--- config.mk ---
export PLATFORM = sky130hd
export DESIGN_NAME = sphc_step_pos_home
export DESIGN_NICKNAME = d
export VERILOG_FILES = /design/src/sphc_pkg.sv /design/src/sphc_step_pos_home.sv
export SDC_FILE = /design/constraint.sdc
export NUM_CORES = 2
export LEC_CHECK = 0
export ABC_AREA = 0
export BUFFER_PORTS_ARGS = -buffer_cell sky130_fd_sc_hd__buf_2
export CAP_MARGIN = 20
export CELL_PAD_IN_SITES_DETAIL_PLACEMENT = 1
export CELL_PAD_IN_SITES_GLOBAL_PLACEMENT = 1
export CORE_MARGIN = 2
export CORE_UTILIZATION = 30
export CTS_CLUSTER_SIZE = 24
export DETAILED_ROUTE_END_ITERATION = 8
export GPL_ROUTABILITY_DRIVEN = 0
export PLACE_DENSITY_LB_ADDON = 0.15
export SYNTH_ARGS = -nofsm -noshare
export SYNTH_HDL_FRONTEND = slang
export SYNTH_SLANG_ARGS = --single-unit
--- constraint.sdc ---
create_clock -name ref_clk -period 84.6 [get_ports ref_clk]
set_input_delay 8.46 -clock ref_clk [delete_from_list [all_inputs] [get_ports ref_clk]]
set_output_delay 8.46 -clock ref_clk [all_outputs]
set_load 0.03 [all_outputs]
--- src/sphc_pkg.sv ---
// Constants, types and register map of the step positioning and homing block.
// Assumes one 100 MHz clock and a word-wide register port.
package sphc_pkg;
	localparam int          ADDR_W          = 8;
	localparam int          DATA_W          = 32;
	localparam logic [7:0]  OFS_CMD         = 8'h00;
	localparam logic [7:0]  OFS_SEEK_FREQ   = 8'h01;
	localparam logic [7:0]  OFS_SEEK_DIR    = 8'h02;
	localparam logic [7:0]  OFS_TOL         = 8'h03;
	localparam logic [7:0]  OFS_CPU         = 8'h04;
	localparam logic [7:0]  OFS_FILT        = 8'h05;
	localparam logic [7:0]  OFS_GAIN        = 8'h06;
	localparam logic [7:0]  OFS_MODE        = 8'h07;
	localparam logic [7:0]  OFS_SYNC        = 8'h08;
	localparam logic [7:0]  OFS_STATUS      = 8'h09;
	localparam logic [7:0]  OFS_HOME        = 8'h0A;
	localparam logic [7:0]  OFS_CORR        = 8'h0B;
	localparam logic [7:0]  OFS_STEP_BASE   = 8'h10;
	localparam logic [7:0]  OFS_PRESET_BASE = 8'h20;
	localparam logic [12:0] SEEK_FREQ_RST   = 13'h0064;
	localparam logic [12:0] SEEK_FREQ_MIN   = 13'h0001;
	localparam logic [12:0] SEEK_FREQ_MAX   = 13'h1388;
	localparam logic [15:0] TOL_RST         = 16'h0064;
	localparam logic [15:0] TOL_MIN         = 16'h0001;
	localparam logic [15:0] TOL_MAX         = 16'hC350;
	localparam logic [14:0] CPU_RST         = 15'h1000;
	localparam logic [14:0] CPU_MIN         = 15'h0001;
	localparam logic [14:0] CPU_MAX         = 15'h7D00;
	localparam logic [16:0] WHOLE_MAX       = 17'h0FA00;
	localparam logic [6:0]  FRAC_MAX        = 7'h63;
	localparam logic [6:0]  FRAC_DIV        = 7'h64;
	localparam logic [3:0]  FILT_RST        = 4'h8;
	localparam logic [10:0] GAIN_RST        = 11'h01E;
	localparam logic [10:0] GAIN_MAX        = 11'h7D0;
	localparam logic [2:0]  MODE_MAX        = 3'h4;
	localparam logic [14:0] SYNC_MAX        = 15'h7D00;
	localparam int          CMD_HOME_LIMIT  = 0;
	localparam int          CMD_FIND_HOME   = 1;
	localparam int          CMD_HOLD_STEP   = 2;
	localparam int          CMD_REDEFINE    = 3;
	localparam int          CMD_SYNC        = 4;
	localparam int          CMD_TRAV_DIS    = 5;
	localparam int          CMD_LOGIC1      = 6;
	localparam int          CMD_LOGIC2      = 7;
	localparam int          CLK_PERIOD_NS   = 10;
	localparam int          SYNC_UNIT_NS    = 100000000;
	localparam int          FREQ_FULL_SCALE = 5000;
	localparam int          RAMP_UNIT_CYC   = SYNC_UNIT_NS / CLK_PERIOD_NS / FREQ_FULL_SCALE;

	typedef enum logic [1:0] {
		ST_IDLE = 2'b00,
		ST_RUN  = 2'b01,
		ST_HOME = 2'b10
	} sphc_state_e;

	typedef enum logic [2:0] {
		TM_TIMED     = 3'b000,
		TM_PRESET    = 3'b001,
		TM_LOGIC     = 3'b010,
		TM_PRESET_LG = 3'b011,
		TM_RESUME    = 3'b100
	} sphc_mode_e;

	typedef struct packed {
		logic [12:0] freq;
		logic        reverse;
		logic        accel2;
		logic [2:0]  step;
	} sphc_motion_s;
endpackage : sphc_pkg

--- src/sphc_step_pos_home.sv ---
// Step positioning and homing logic: step select, target windows, homing, command word.
// Assumes synchronous inputs, encoder count already accumulated elsewhere.
//
// Overview of operation
// - Homing frequency limited to programmable maximum, 0.1..500.0 Hz, default 10.0.
// - Homing direction 0 forward, 1 reverse; changed only while stopped.
// - Position and home hits when encoder within target plus/minus tolerance.
// - Counts per user unit factor, default 4096, range 1..32000.
// - Eight step targets, whole units 0..64000, default 0.
// - Each step target also has hundredths 0..99, default 0.
// - Inputs one, two, three form step index LSB to MSB.
// - Second acceleration set when input two high, else first set.
// - Alternate acceleration input overrides the table choice.
// - Position error filter setting 0..15, default 8.
// - Position loop gain 0.0..200.0, default 3.0.
// - Eight-bit command word resets to zero, bits act as inputs.
// - Command bit 0 acts as the home limit switch, ORed with home_limit_pin.
// - Command bit 1 makes next start run homing.
// - Command bit 2 holds current step, zero speed once reached.
// - Command bit 3 sets home reference to current position.
// - Command bit 4 holds frequency while running when sync time is nonzero; release ramps at a rate of full scale per sync time.
// - Command bit 5 disables traverse modulation.
// - Command bits 6 and 7 ORed with step logic inputs.
// - Five transition modes 0..4 select step sequencing.
//
// The plain strobed port and the address map were chosen for this implementation.
`timescale 1ns/1ps
`default_nettype none
module sphc_step_pos_home
	import sphc_pkg::*;
(
	input  wire logic               ref_clk,
	input  wire logic               rst,
	input  wire logic [ADDR_W-1:0]  reg_addr,
	input  wire logic [DATA_W-1:0]  reg_wdata,
	input  wire logic               reg_wr,
	input  wire logic               reg_rd,
	output logic      [DATA_W-1:0]  reg_rdata,
	input  wire logic [2:0]         step_sel_in,
	input  wire logic               accel2_in,
	input  wire logic               logic_in1_pin,
	input  wire logic               logic_in2_pin,
	input  wire logic               home_limit_pin,
	input  wire logic               start_cmd,
	input  wire logic               stop_cmd,
	input  wire logic signed [31:0] encoder_count,
	output sphc_motion_s            motion,
	output logic                    target_window_hit,
	output logic                    origin_window_hit,
	output logic                    homing_active,
	output logic                    traverse_enable,
	output logic                    step_logic1,
	output logic                    step_logic2,
	output logic signed [31:0]      pos_correction
);
	////////////////////////////////////////////////////////////////////////////
	logic [7:0]         positioning_command_word;
	logic [12:0]        origin_seek_max_freq;
	logic               origin_seek_direction;
	logic [15:0]        position_tolerance;
	logic [14:0]        counts_per_user_unit;
	logic [3:0]         pos_error_filter;
	logic [10:0]        pos_loop_gain;
	logic [2:0]         transition_mode_select;
	logic [14:0]        sync_ramp_time;
	logic [16:0]        step_target_whole [8];
	logic [6:0]         step_target_frac [8];
	logic [12:0]        preset_freq [8];
	logic signed [31:0] home_ref;
	sphc_state_e        state;
	logic [2:0]         step_idx;
	logic               logic1_q;
	logic               logic2_q;
	logic               sync_q;
	logic               ramping;
	logic [26:0]        ramp_cnt;
	logic signed [31:0] err_filt;
	logic [12:0]        freq_target;
	logic [12:0]        freq_out;
	logic               home_limit;
	logic               hold_step;
	logic               sync_hold;
	logic signed [39:0] target_count;
	logic signed [39:0] target_diff;
	logic signed [39:0] home_diff;
	logic [31:0]        prod_whole;
	logic [21:0]        prod_frac;

	////////////////////////////////////////////////////////////////////////////
	// Register writes with range clamping
	always_ff @(posedge ref_clk)
	begin
		if (rst)
		begin
			positioning_command_word <= 8'h00;
			origin_seek_max_freq     <= SEEK_FREQ_RST;
			origin_seek_direction    <= 1'b0;
			position_tolerance       <= TOL_RST;
			counts_per_user_unit     <= CPU_RST;
			pos_error_filter         <= FILT_RST;
			pos_loop_gain            <= GAIN_RST;
			transition_mode_select   <= 3'h0;
			sync_ramp_time           <= 15'h0000;
		end
		else if (reg_wr)
		begin
			case (reg_addr)
				OFS_CMD: positioning_command_word <= reg_wdata[7:0];
				OFS_SEEK_FREQ:
					origin_seek_max_freq <= (reg_wdata < 32'(SEEK_FREQ_MIN)) ? SEEK_FREQ_MIN :
						(reg_wdata > 32'(SEEK_FREQ_MAX)) ? SEEK_FREQ_MAX : reg_wdata[12:0];
				OFS_SEEK_DIR:
					if (state == ST_IDLE)
						origin_seek_direction <= reg_wdata[0];
				OFS_TOL:
					position_tolerance <= (reg_wdata < 32'(TOL_MIN)) ? TOL_MIN :
						(reg_wdata > 32'(TOL_MAX)) ? TOL_MAX : reg_wdata[15:0];
				OFS_CPU:
					counts_per_user_unit <= (reg_wdata < 32'(CPU_MIN)) ? CPU_MIN :
						(reg_wdata > 32'(CPU_MAX)) ? CPU_MAX : reg_wdata[14:0];
				OFS_FILT: pos_error_filter <= reg_wdata[3:0];
				OFS_GAIN:
					pos_loop_gain <= (reg_wdata > 32'(GAIN_MAX)) ? GAIN_MAX : reg_wdata[10:0];
				OFS_MODE:
					if (state == ST_IDLE && reg_wdata <= 32'(MODE_MAX))
						transition_mode_select <= reg_wdata[2:0];
				OFS_SYNC:
					sync_ramp_time <= (reg_wdata > 32'(SYNC_MAX)) ? SYNC_MAX : reg_wdata[14:0];
				default: ;
			endcase
		end
	end

	// Step tables and frequency presets
	always_ff @(posedge ref_clk)
	begin
		if (rst)
		begin
			for (int i = 0; i < 8; i++)
			begin
				step_target_whole[i] <= 17'h00000;
				step_target_frac[i]  <= 7'h00;
				preset_freq[i]       <= 13'h0000;
			end
		end
		else if (reg_wr && reg_addr[7:4] == OFS_STEP_BASE[7:4])
		begin
			if (!reg_addr[0])
				step_target_whole[reg_addr[3:1]] <= (reg_wdata > 32'(WHOLE_MAX)) ?
					WHOLE_MAX : reg_wdata[16:0];
			else
				step_target_frac[reg_addr[3:1]] <= (reg_wdata > 32'(FRAC_MAX)) ?
					FRAC_MAX : reg_wdata[6:0];
		end
		else if (reg_wr && reg_addr[7:3] == OFS_PRESET_BASE[7:3])
			preset_freq[reg_addr[2:0]] <= (reg_wdata > 32'(SEEK_FREQ_MAX)) ?
				SEEK_FREQ_MAX : reg_wdata[12:0];
	end

	// Read port, data one cycle after the strobe, zero for unmapped
	always_ff @(posedge ref_clk)
	begin
		if (rst)
			reg_rdata <= 32'h00000000;
		else if (reg_rd)
		begin
			reg_rdata <= 32'h00000000;
			case (reg_addr)
				OFS_CMD:       reg_rdata <= {24'h000000, positioning_command_word};
				OFS_SEEK_FREQ: reg_rdata <= {19'h00000, origin_seek_max_freq};
				OFS_SEEK_DIR:  reg_rdata <= {31'h00000000, origin_seek_direction};
				OFS_TOL:       reg_rdata <= {16'h0000, position_tolerance};
				OFS_CPU:       reg_rdata <= {17'h00000, counts_per_user_unit};
				OFS_FILT:      reg_rdata <= {28'h0000000, pos_error_filter};
				OFS_GAIN:      reg_rdata <= {21'h000000, pos_loop_gain};
				OFS_MODE:      reg_rdata <= {29'h00000000, transition_mode_select};
				OFS_SYNC:      reg_rdata <= {17'h00000, sync_ramp_time};
				OFS_STATUS:    reg_rdata <= {6'h00, freq_out, 4'h0, ramping, step_idx,
					state, homing_active, origin_window_hit, target_window_hit};
				OFS_HOME:      reg_rdata <= home_ref;
				OFS_CORR:      reg_rdata <= pos_correction;
				default:
				begin
					if (reg_addr[7:4] == OFS_STEP_BASE[7:4])
						reg_rdata <= reg_addr[0] ? {25'h0000000, step_target_frac[reg_addr[3:1]]}
							: {15'h0000, step_target_whole[reg_addr[3:1]]};
					else if (reg_addr[7:3] == OFS_PRESET_BASE[7:3])
						reg_rdata <= {19'h00000, preset_freq[reg_addr[2:0]]};
				end
			endcase
		end
	end

	////////////////////////////////////////////////////////////////////////////
	// Command word as input functions
	assign home_limit      = positioning_command_word[CMD_HOME_LIMIT] | home_limit_pin;
	assign hold_step       = positioning_command_word[CMD_HOLD_STEP];
	assign sync_hold       = positioning_command_word[CMD_SYNC] && (sync_ramp_time != 15'h0000);
	assign traverse_enable = !positioning_command_word[CMD_TRAV_DIS];
	assign step_logic1     = logic_in1_pin | positioning_command_word[CMD_LOGIC1];
	assign step_logic2     = logic_in2_pin | positioning_command_word[CMD_LOGIC2];
	assign homing_active   = (state == ST_HOME);

	// Target count and windows, evaluated every cycle
	always_comb
	begin
		prod_whole   = 32'({15'h0000, step_target_whole[step_idx]} * {17'h00000, counts_per_user_unit});
		prod_frac    = 22'({15'h0000, step_target_frac[step_idx]} * {7'h00, counts_per_user_unit})
			/ 22'(FRAC_DIV);
		target_count = 40'(home_ref) + $signed({8'h00, prod_whole})
			+ $signed({18'h00000, prod_frac});
		target_diff  = 40'(encoder_count) - target_count;
		home_diff    = 40'(encoder_count) - 40'(home_ref);
	end

	assign target_window_hit = (target_diff <= $signed({24'h000000, position_tolerance}))
		&& (target_diff >= -$signed({24'h000000, position_tolerance}));
	assign origin_window_hit = (home_diff <= $signed({24'h000000, position_tolerance}))
		&& (home_diff >= -$signed({24'h000000, position_tolerance}));

	////////////////////////////////////////////////////////////////////////////
	// Run, homing and step sequencing
	always_ff @(posedge ref_clk)
	begin
		if (rst)
		begin
			logic1_q <= 1'b0;
			logic2_q <= 1'b0;
		end
		else
		begin
			logic1_q <= step_logic1;
			logic2_q <= step_logic2;
		end
	end

	always_ff @(posedge ref_clk)
	begin
		if (rst)
		begin
			state    <= ST_IDLE;
			step_idx <= 3'h0;
		end
		else
		begin
			case (state)
				ST_IDLE:
				begin
					if (start_cmd && positioning_command_word[CMD_FIND_HOME])
						state <= ST_HOME;
					else if (start_cmd)
					begin
						state <= ST_RUN;
						case (transition_mode_select)
							TM_PRESET, TM_PRESET_LG: step_idx <= step_sel_in;
							TM_RESUME:               step_idx <= step_idx;
							default:                 step_idx <= 3'h0;
						endcase
					end
				end
				ST_RUN:
				begin
					if (stop_cmd)
						state <= ST_IDLE;
					else if (!hold_step)
					begin
						case (transition_mode_select)
							TM_TIMED:
								if (target_window_hit)
									step_idx <= step_idx + 3'h1;
							TM_PRESET: step_idx <= step_sel_in;
							default:
								if (step_logic1 && !logic1_q)
									step_idx <= step_idx + 3'h1;
								else if (step_logic2 && !logic2_q)
									step_idx <= step_idx - 3'h1;
						endcase
					end
				end
				ST_HOME:
					if (stop_cmd || home_limit)
						state <= ST_IDLE;
				default: state <= ST_IDLE;
			endcase
		end
	end

	// Home reference: redefine bit or home limit while homing catches the encoder
	always_ff @(posedge ref_clk)
	begin
		if (rst)
			home_ref <= 32'sh00000000;
		else if (positioning_command_word[CMD_REDEFINE])
			home_ref <= encoder_count;
		else if (state == ST_HOME && home_limit)
			home_ref <= encoder_count;
	end

	////////////////////////////////////////////////////////////////////////////
	// Frequency command with hold, sync hold and sync ramp
	always_comb
	begin
		case (state)
			ST_RUN:  freq_target = (hold_step && target_window_hit) ? 13'h0000
				: preset_freq[step_idx];
			ST_HOME: freq_target = origin_seek_max_freq;
			default: freq_target = 13'h0000;
		endcase
	end

	always_ff @(posedge ref_clk)
	begin
		if (rst)
			sync_q <= 1'b0;
		else
			sync_q <= sync_hold;
	end

	always_ff @(posedge ref_clk)
	begin
		if (rst)
		begin
			freq_out <= 13'h0000;
			ramping  <= 1'b0;
			ramp_cnt <= 27'h0000000;
		end
		else if (state == ST_IDLE)
		begin
			freq_out <= 13'h0000;
			ramping  <= 1'b0;
			ramp_cnt <= 27'h0000000;
		end
		else if (state == ST_HOME)
		begin
			freq_out <= origin_seek_max_freq;
			ramping  <= 1'b0;
		end
		else if (sync_hold)
			freq_out <= freq_out;
		else if (sync_q || ramping)
		begin
			ramping <= (freq_out != freq_target);
			if (ramp_cnt >= 27'(32'(sync_ramp_time) * RAMP_UNIT_CYC))
			begin
				ramp_cnt <= 27'h0000000;
				if (freq_out < freq_target)
					freq_out <= freq_out + 13'h0001;
				else if (freq_out > freq_target)
					freq_out <= freq_out - 13'h0001;
			end
			else
				ramp_cnt <= ramp_cnt + 27'h0000001;
		end
		else
			freq_out <= freq_target;
	end

	always_comb
	begin
		motion.freq    = freq_out;
		motion.reverse = homing_active ? origin_seek_direction
			: (target_diff > 40'sh0000000000);
		motion.accel2  = accel2_in | step_sel_in[1];
		motion.step    = step_idx;
	end

	////////////////////////////////////////////////////////////////////////////
	// Position regulator: IIR error filter then gain in tenths
	logic signed [31:0] pos_err;
	logic signed [43:0] corr_full;

	assign pos_err   = 32'(-target_diff);
	assign corr_full = (44'(err_filt) * $signed({33'h000000000, pos_loop_gain})) / 44'sd10;

	always_ff @(posedge ref_clk)
	begin
		if (rst)
		begin
			err_filt       <= 32'sh00000000;
			pos_correction <= 32'sh00000000;
		end
		else
		begin
			err_filt       <= err_filt + ((pos_err - err_filt) >>> pos_error_filter);
			pos_correction <= 32'(corr_full);
		end
	end

	////////////////////////////////////////////////////////////////////////////
	property p_cmd_reset;
		@(posedge ref_clk) rst |=> positioning_command_word == 8'h00;
	endproperty
	a_cmd_reset: assert property (p_cmd_reset) else $error("command word not cleared");

	property p_home_start;
		@(posedge ref_clk) disable iff (rst)
		(state == ST_IDLE && start_cmd && positioning_command_word[CMD_FIND_HOME])
			|=> homing_active;
	endproperty
	a_home_start: assert property (p_home_start) else $error("homing not started");

	property p_home_freq;
		@(posedge ref_clk) disable iff (rst)
		homing_active ##1 homing_active |-> motion.freq == $past(origin_seek_max_freq);
	endproperty
	a_home_freq: assert property (p_home_freq) else $error("homing freq wrong");

	property p_accel;
		@(posedge ref_clk) disable iff (rst)
		motion.accel2 == (accel2_in || (step_sel_in inside {3'h2, 3'h3, 3'h6, 3'h7}));
	endproperty
	a_accel: assert property (p_accel) else $error("accel set wrong");

	property p_logic_or;
		@(posedge ref_clk) disable iff (rst)
		positioning_command_word[CMD_LOGIC1] |-> step_logic1;
	endproperty
	a_logic_or: assert property (p_logic_or) else $error("logic 1 not ORed");

	property p_hold_zero;
		@(posedge ref_clk) disable iff (rst)
		(state == ST_RUN && hold_step && target_window_hit && !sync_hold && !sync_q
			&& !ramping && !stop_cmd) |=> (motion.freq == 13'h0000);
	endproperty
	a_hold_zero: assert property (p_hold_zero) else $error("hold step not zero");

	property p_hold_step;
		@(posedge ref_clk) disable iff (rst)
		(state == ST_RUN && hold_step && !stop_cmd) |=> $stable(step_idx);
	endproperty
	a_hold_step: assert property (p_hold_step) else $error("step moved under hold");

	property p_redefine;
		@(posedge ref_clk) disable iff (rst)
		positioning_command_word[CMD_REDEFINE] |=> home_ref == $past(encoder_count);
	endproperty
	a_redefine: assert property (p_redefine) else $error("home not redefined");

	property p_sync_hold;
		@(posedge ref_clk) disable iff (rst)
		(state == ST_RUN && sync_hold) ##1 (state == ST_RUN) |-> $stable(freq_out);
	endproperty
	a_sync_hold: assert property (p_sync_hold) else $error("sync hold moved freq");

	property p_window;
		@(posedge ref_clk) disable iff (rst)
		(encoder_count == 32'(target_count)) && (target_count[39:31] == 9'h000)
			|-> target_window_hit;
	endproperty
	a_window: assert property (p_window) else $error("exact target not a hit");

endmodule : sphc_step_pos_home
`default_nettype wire

# --- Word-level counts from Yosys, hierarchy flattened ---
# Memories as Yosys holds them, arrays and structs flattened. A register that Yosys moved wholly into a read port is not among the register bits.
# Index checks and enable logic that the tools add are counted.
op_classes:
  n_addsub: 13
  order_cmp: 16
  n_eq_ne: 32
  shifts: 1
  div: 2
  reduce_logical: 42
  n_mux: 69
  mul: 4
  bitwise_logic: 6
op_table:
  columns: ["cell", "count"]
  rows:
  - ["$pmux W32 S12", 1]
  - ["$mux W13", 11]
  - ["$mux W17", 4]
  - ["$gt A32 B16 Y1 const B", 2]
  - ["$mux W32", 2]
  - ["$mux W3", 16]
  - ["$div A44 B5 Y44 const B", 1]
  - ["$mul A32 B12 Y44", 1]
  - ["$ge A33 B40 Y1", 1]
  - ["$ge A36 B40 Y1", 1]
  - ["$neg A16 Y40", 1]
  - ["$gt A36 B1 Y1 const B", 1]
  - ["$le A36 B17 Y1", 1]
  - ["$sub A32 B35 Y36", 1]
  - ["$add A34 B23 Y35", 1]
  - ["$add A32 B33 Y34", 1]
  - ["$le A33 B17 Y1", 1]
  - ["$sub A32 B32 Y33", 1]
  - ["$add A32 B32 Y32", 1]
  - ["$eq A8 B3 Y1 const B", 4]
  - ["$eq A8 B4 Y1 const B", 4]
  - ["$gt A32 B11 Y1 const B", 1]
  - ["$gt A32 B13 Y1 const B", 1]
  - ["$gt A32 B15 Y1 const B", 1]
  - ["62 further kinds", 125]
word_totals:
  reg_bits: 263
  in_bits: 85
  n_memories: 3
  mem_bits_rw: 296
  out_inout_bits: 88
  elab_cells: 209
memory_table:
  columns: ["memory", "depth", "width", "rd", "rd_ports_with_merged_regs", "wr", "line_no", "text"]
  rows:
  - ["step_target_whole", 8, 17, 2, 1, 8, "sphc_step_pos_home.sv:66", "logic [16:0] step_target_whole [8];"]
  - ["preset_freq", 8, 13, 2, 1, 8, "sphc_step_pos_home.sv:68", "logic [12:0] preset_freq [8];"]
  - ["step_target_frac", 8, 7, 2, 1, 8, "sphc_step_pos_home.sv:67", "logic [6:0] step_target_frac [8];"]

# --- Longest topological paths before layout ---
depth:
  ltp_word: 16
  depth_mapped: 172
  ltp_nobuf: 162

# --- Least setup slack after synthesis ---
# No wires, ideal clock.
synth_timing:
  path_type: "flip-flop to output port"
  from: "register with a tool-made name"
  to: "output target_window_hit"
  arrival_ns: 28.117
  path_buffers: 7
  path_stages_with_launch: 131
  path_slack_ns: 48.023
  required_ns: 76.140
  path_cell_list: "dfxtp_1 > buf_1 > buf_1 > buf_1 > mux4_2 > mux2_2 > clkbuf_1 > nand2_1 > fa_1 > inv_1 > ha_1 > ha_1 > inv_1 > fa_1 > inv_1 > ha_1 > a21oi_1 > o21ai_0 > [... 95 more ...] > a21oi_1 > o21bai_1 > a21o_1 > xnor2_1 > ha_1 > a21oi_1 > nor2b_1 > o21ai_0 > nand2b_1 > a21oi_1 > nor2b_1 > o21ai_0 > nand2b_1 > a21oi_1 > o21ai_0 > a211oi_1 > xor2_1 > o22a_1"
synth_lines:
  columns: ["element", "line_no", "text"]
  rows:
  - ["end, declared", "sphc_step_pos_home.sv:48", "output logic target_window_hit,"]

==> results.txt <==
The run finished with clean final reports. Number of synthesized flops with an enable pin: 296. On the final layout, the worst clock skew is 0.0516 ns. For the number of slew-limit violations in the final report, the log shows 0.

Total number of H-tree levels: 3. In this run the deepest clock path goes through 3 buffers. Synthesis inferred 562 register bits. In this run the worst path has a maximum fanout of 34. Transition time of the tightest slew-check pin: 1.10 ns.

Clock tree synthesis selected as its root buffer the cell clkbuf_16. First-pass GRT wire length: 466 mm. The combined global-route utilization of all metal layers was 23.5%; the worst slew slack as a fraction of its limit was 26.2%.

Worst setup path endpoint: target_window_hit. The clock net in this run drives a total of 562 sinks. Number of routed nets with antenna violations: 0.

Sum of negative setup slack: 0 ns. Yosys printed 0 warnings. For this run, the post-layout net count is 10,144.

The clock slew at the register clock pins of the worst setup and hold paths is 0.06 ns, and the hold-fix buffer count after cts is 0. The fraction of the yosys area taken by sequential cells came out at 18.5%. The die height is 510 um. The worst hold path belongs to the class reg2reg. The area growth from synthesis to final layout was 9.29%. Via count of the first global-routing pass: 70,908. Averaged over all synthesized cells, the footprint is 8.76 um^2. The run gives 29,798 as the number of fillers in the final layout.

Data arrives at the worst endpoint at 33.43 ns. For this run, asynchronously set or reset flops after synthesis account for 0%. Depth of the worst register-to-register path: 160.

The clock period could shrink to 41.89 ns. Leaving out fill and tap cells, the most frequent cells in the layout are 947 x inv_1, 865 x nand2_1, 735 x nor2_1. The via count normalized by instance count was 5.50; the register-to-register path setup slack was 45.50 ns. In this run the critical register-to-register path is captured at freq_out[12].

The via count is 67,110, and the number of top-level design ports is 173. After the first detailed-routing iteration, the DRC count stood at 4,680. Entering global routing, the biggest net connects 72 pins. The logs give 0 for the hold violation count in the final report and 76.14 ns for the critical path data required time. The later pin in the worst-skew pair is clocked with a latency of 0.73 ns.

The floorplan has 185 rows. For the max-capacitance violation count, the log shows 0. The final layout contains routed wiring with a total length of 310 mm. The slowest stage of the critical path belongs to the cell o211ai_1. After layout, the worst path uses 49.5% of the clock period. TritonCTS built the clock tree. In the synthesized netlist, the number of instances is 8,787. The die footprint is 261,000 um^2, and the total clock buffers created by CTS is 75. In this run the post-CTS setup repair buffer count came out at 0. The cell area that synthesis handed to floorplanning was 77,000 um^2. Setup violations remaining at the end of the flow were counted as 0. Most prevalent standard cell on the critical path: a21o_1. In the final layout, the multi-input gates occupy 57,400 um^2. The initial antenna violation count was 28; the chip width was 510 um.

In the final layout, flip-flops and latches occupy 14,200 um^2. The post-route netlist has 8.77% of its cells at a drive strength greater than 1. The number of remaining DRC errors is 0, and the instance count along the most critical hold path is 2. The library cell used most frequently in the layout, excluding fill and tap cells, is inv_1. The port buffer count came out at 172. The logs give 0 for the number of instances resized during post-cts repair and 0.470 ns for the minimum hold slack. For the upper clock frequency limit, the log shows 0.0239 GHz.

Setup repair after global routing left no endpoint under its margin. For this run, the detailed router's first-pass iteration total came to 7. The HPWL reported at the end of detailed placement came out at 244 mm. STA classifies the critical path endpoint as an output pin. Flip-flop cell with the highest count after synthesis: edfxtp_1. Yosys mapped the design onto 146 distinct sky130hd cell types. For this run, the slowest stage of the critical path takes 0.67 ns. Worst setup path category: reg2out. Detailed-route wire length per cell: 25.4 um. Total congestion overflow: 0. The initial utilization of the core area, before any placement, comes to 30.2%. The startpoint class of the critical path was a flip-flop. The core region is 255,000 um^2.
## through the flow
step                std cells  worst slack (ns)  util [%]  cell area [um^2]
floorplan                8794             48.02         -             77000
global placement        12047             44.74      32.0             81500
detailed placement      12048             43.71      32.0             81500
CTS                     12186             42.87      33.0             84000
global route            12204             39.67      33.0             84100
finish                  12208             42.71      33.0             84100
## sequential cells by signal, summed over array words and instances (netlist names), 16 cells and up, named ones only
name / cells
reg_rdata: 32
step_target_whole: 136
preset_freq: 104
home_ref: 32
err_filt: 32
pos_correction: 32
position_tolerance: 16
ramp_cnt: 27
step_target_frac: 56
## synth_stat cells, types with 22 or more instances
cell type / n / share of area (%)
inv_1: 947 / 4.6
nand2_1: 865 / 4.2
nor2_1: 739 / 3.6
fa_1: 664 / 17
ha_1: 631 / 10
a21oi_1: 498 / 3.2
clkbuf_1: 344 / 1.7
o21ai_0: 306 / 2.0
and2_1: 300 / 2.4
edfxtp_1: 296 / 12
xnor2_1: 284 / 3.2
dfxtp_1: 266 / 6.9
nor2b_1: 192 / 1.6
nand3_1: 173 / 1.1
mux2i_1: 162 / 2.1
mux4_2: 158 / 4.6
xor2_1: 139 / 1.6
a21o_1: 135 / 1.3
nor3_1: 129 / 0.84
nand2b_1: 117 / 0.95
nand4_1: 108 / 0.88
o21bai_1: 84 / 0.82
a211oi_1: 78 / 0.76
o211ai_1: 70 / 0.68
nor4_1: 68 / 0.55
and3_1: 55 / 0.45
a31oi_1: 51 / 0.41
a22oi_1: 48 / 0.47
o31ai_1: 44 / 0.43
a221oi_1: 39 / 0.44
or3_1: 38 / 0.31
buf_1: 35 / 0.17
mux2_2: 34 / 0.50
o22ai_1: 31 / 0.25
o21a_1: 30 / 0.29
buf_2: 29 / 0.19
o2111ai_1: 26 / 0.30
a41oi_1: 25 / 0.28
o21ai_1: 25 / 0.16
or2_2: 24 / 0.20
a222oi_1: 23 / 0.30
a211o_1: 22 / 0.25
## metal layers
| layer | part of all wire (%) | vias to the layer above | track usage (%) |
|---|---|---|---|
| li1 | - | 30547 | - |
| met1 | 44 | 34659 | 31.3 |
| met2 | 47 | 1535 | 38.9 |
| met3 | 4.8 | 365 | 2.99 |
| met4 | 3.9 | 4 | 8.42 |
| met5 | 0.0074 | - | 0 |
## logic make-up (layout without fill, tap and decap cells)
family,count (synthesis),count (layout),share of synthesized area [%]
fa+ha+maj,1303,1303,27.6
other cells,1,25,0.00487
flops,562,562,18.5
mux,357,357,7.28
compound gates,1824,1824,16.2
xor+xnor,427,427,4.91
buf+inv,1397,1428,7.10
simple gates,2916,2916,18.4
## worst max-delay path: cells and delay by family (launching register included)
| family | cells | cell delay, ns |
|---|---|---|
| buf+inv | 7 | 1.44 |
| compound gates | 74 | 18.21 |
| fa+ha+maj | 10 | 4.07 |
| flops | 1 | 0.34 |
| xor+xnor | 9 | 3.14 |
| mux | 3 | 1.45 |
| simple gates | 21 | 4.00 |
## worst min-delay path by stage
stage / from / end / slack, ns
6_report: pos_error_filter[1] / pos_error_filter[1] / 0.47
5_1_grt: reg_rdata[2] / reg_rdata[2] / 0.49
4_1_cts: pos_error_filter[1] / pos_error_filter[1] / 0.46
3_5_place_dp: pos_error_filter[1] / pos_error_filter[1] / 0.45
3_3_place_gp: pos_error_filter[1] / pos_error_filter[1] / 0.44
2_1_floorplan: home_ref[7] / home_ref[7] / 0.43
## cell type report
type                       count  area share, %
antenna                       17         0.0506
timing repair buffer         341           2.55
tap                         3366           5.01
clock inverter                37          0.604
inverter                     949           4.24
sequential                   562           16.9
clock buffer                 101           2.42
multi-input combinational   6835           68.2
Power is left out: the tool's default activity adds up to more than one toggle a clock period on the data nets, which glitch-free logic cannot reach.
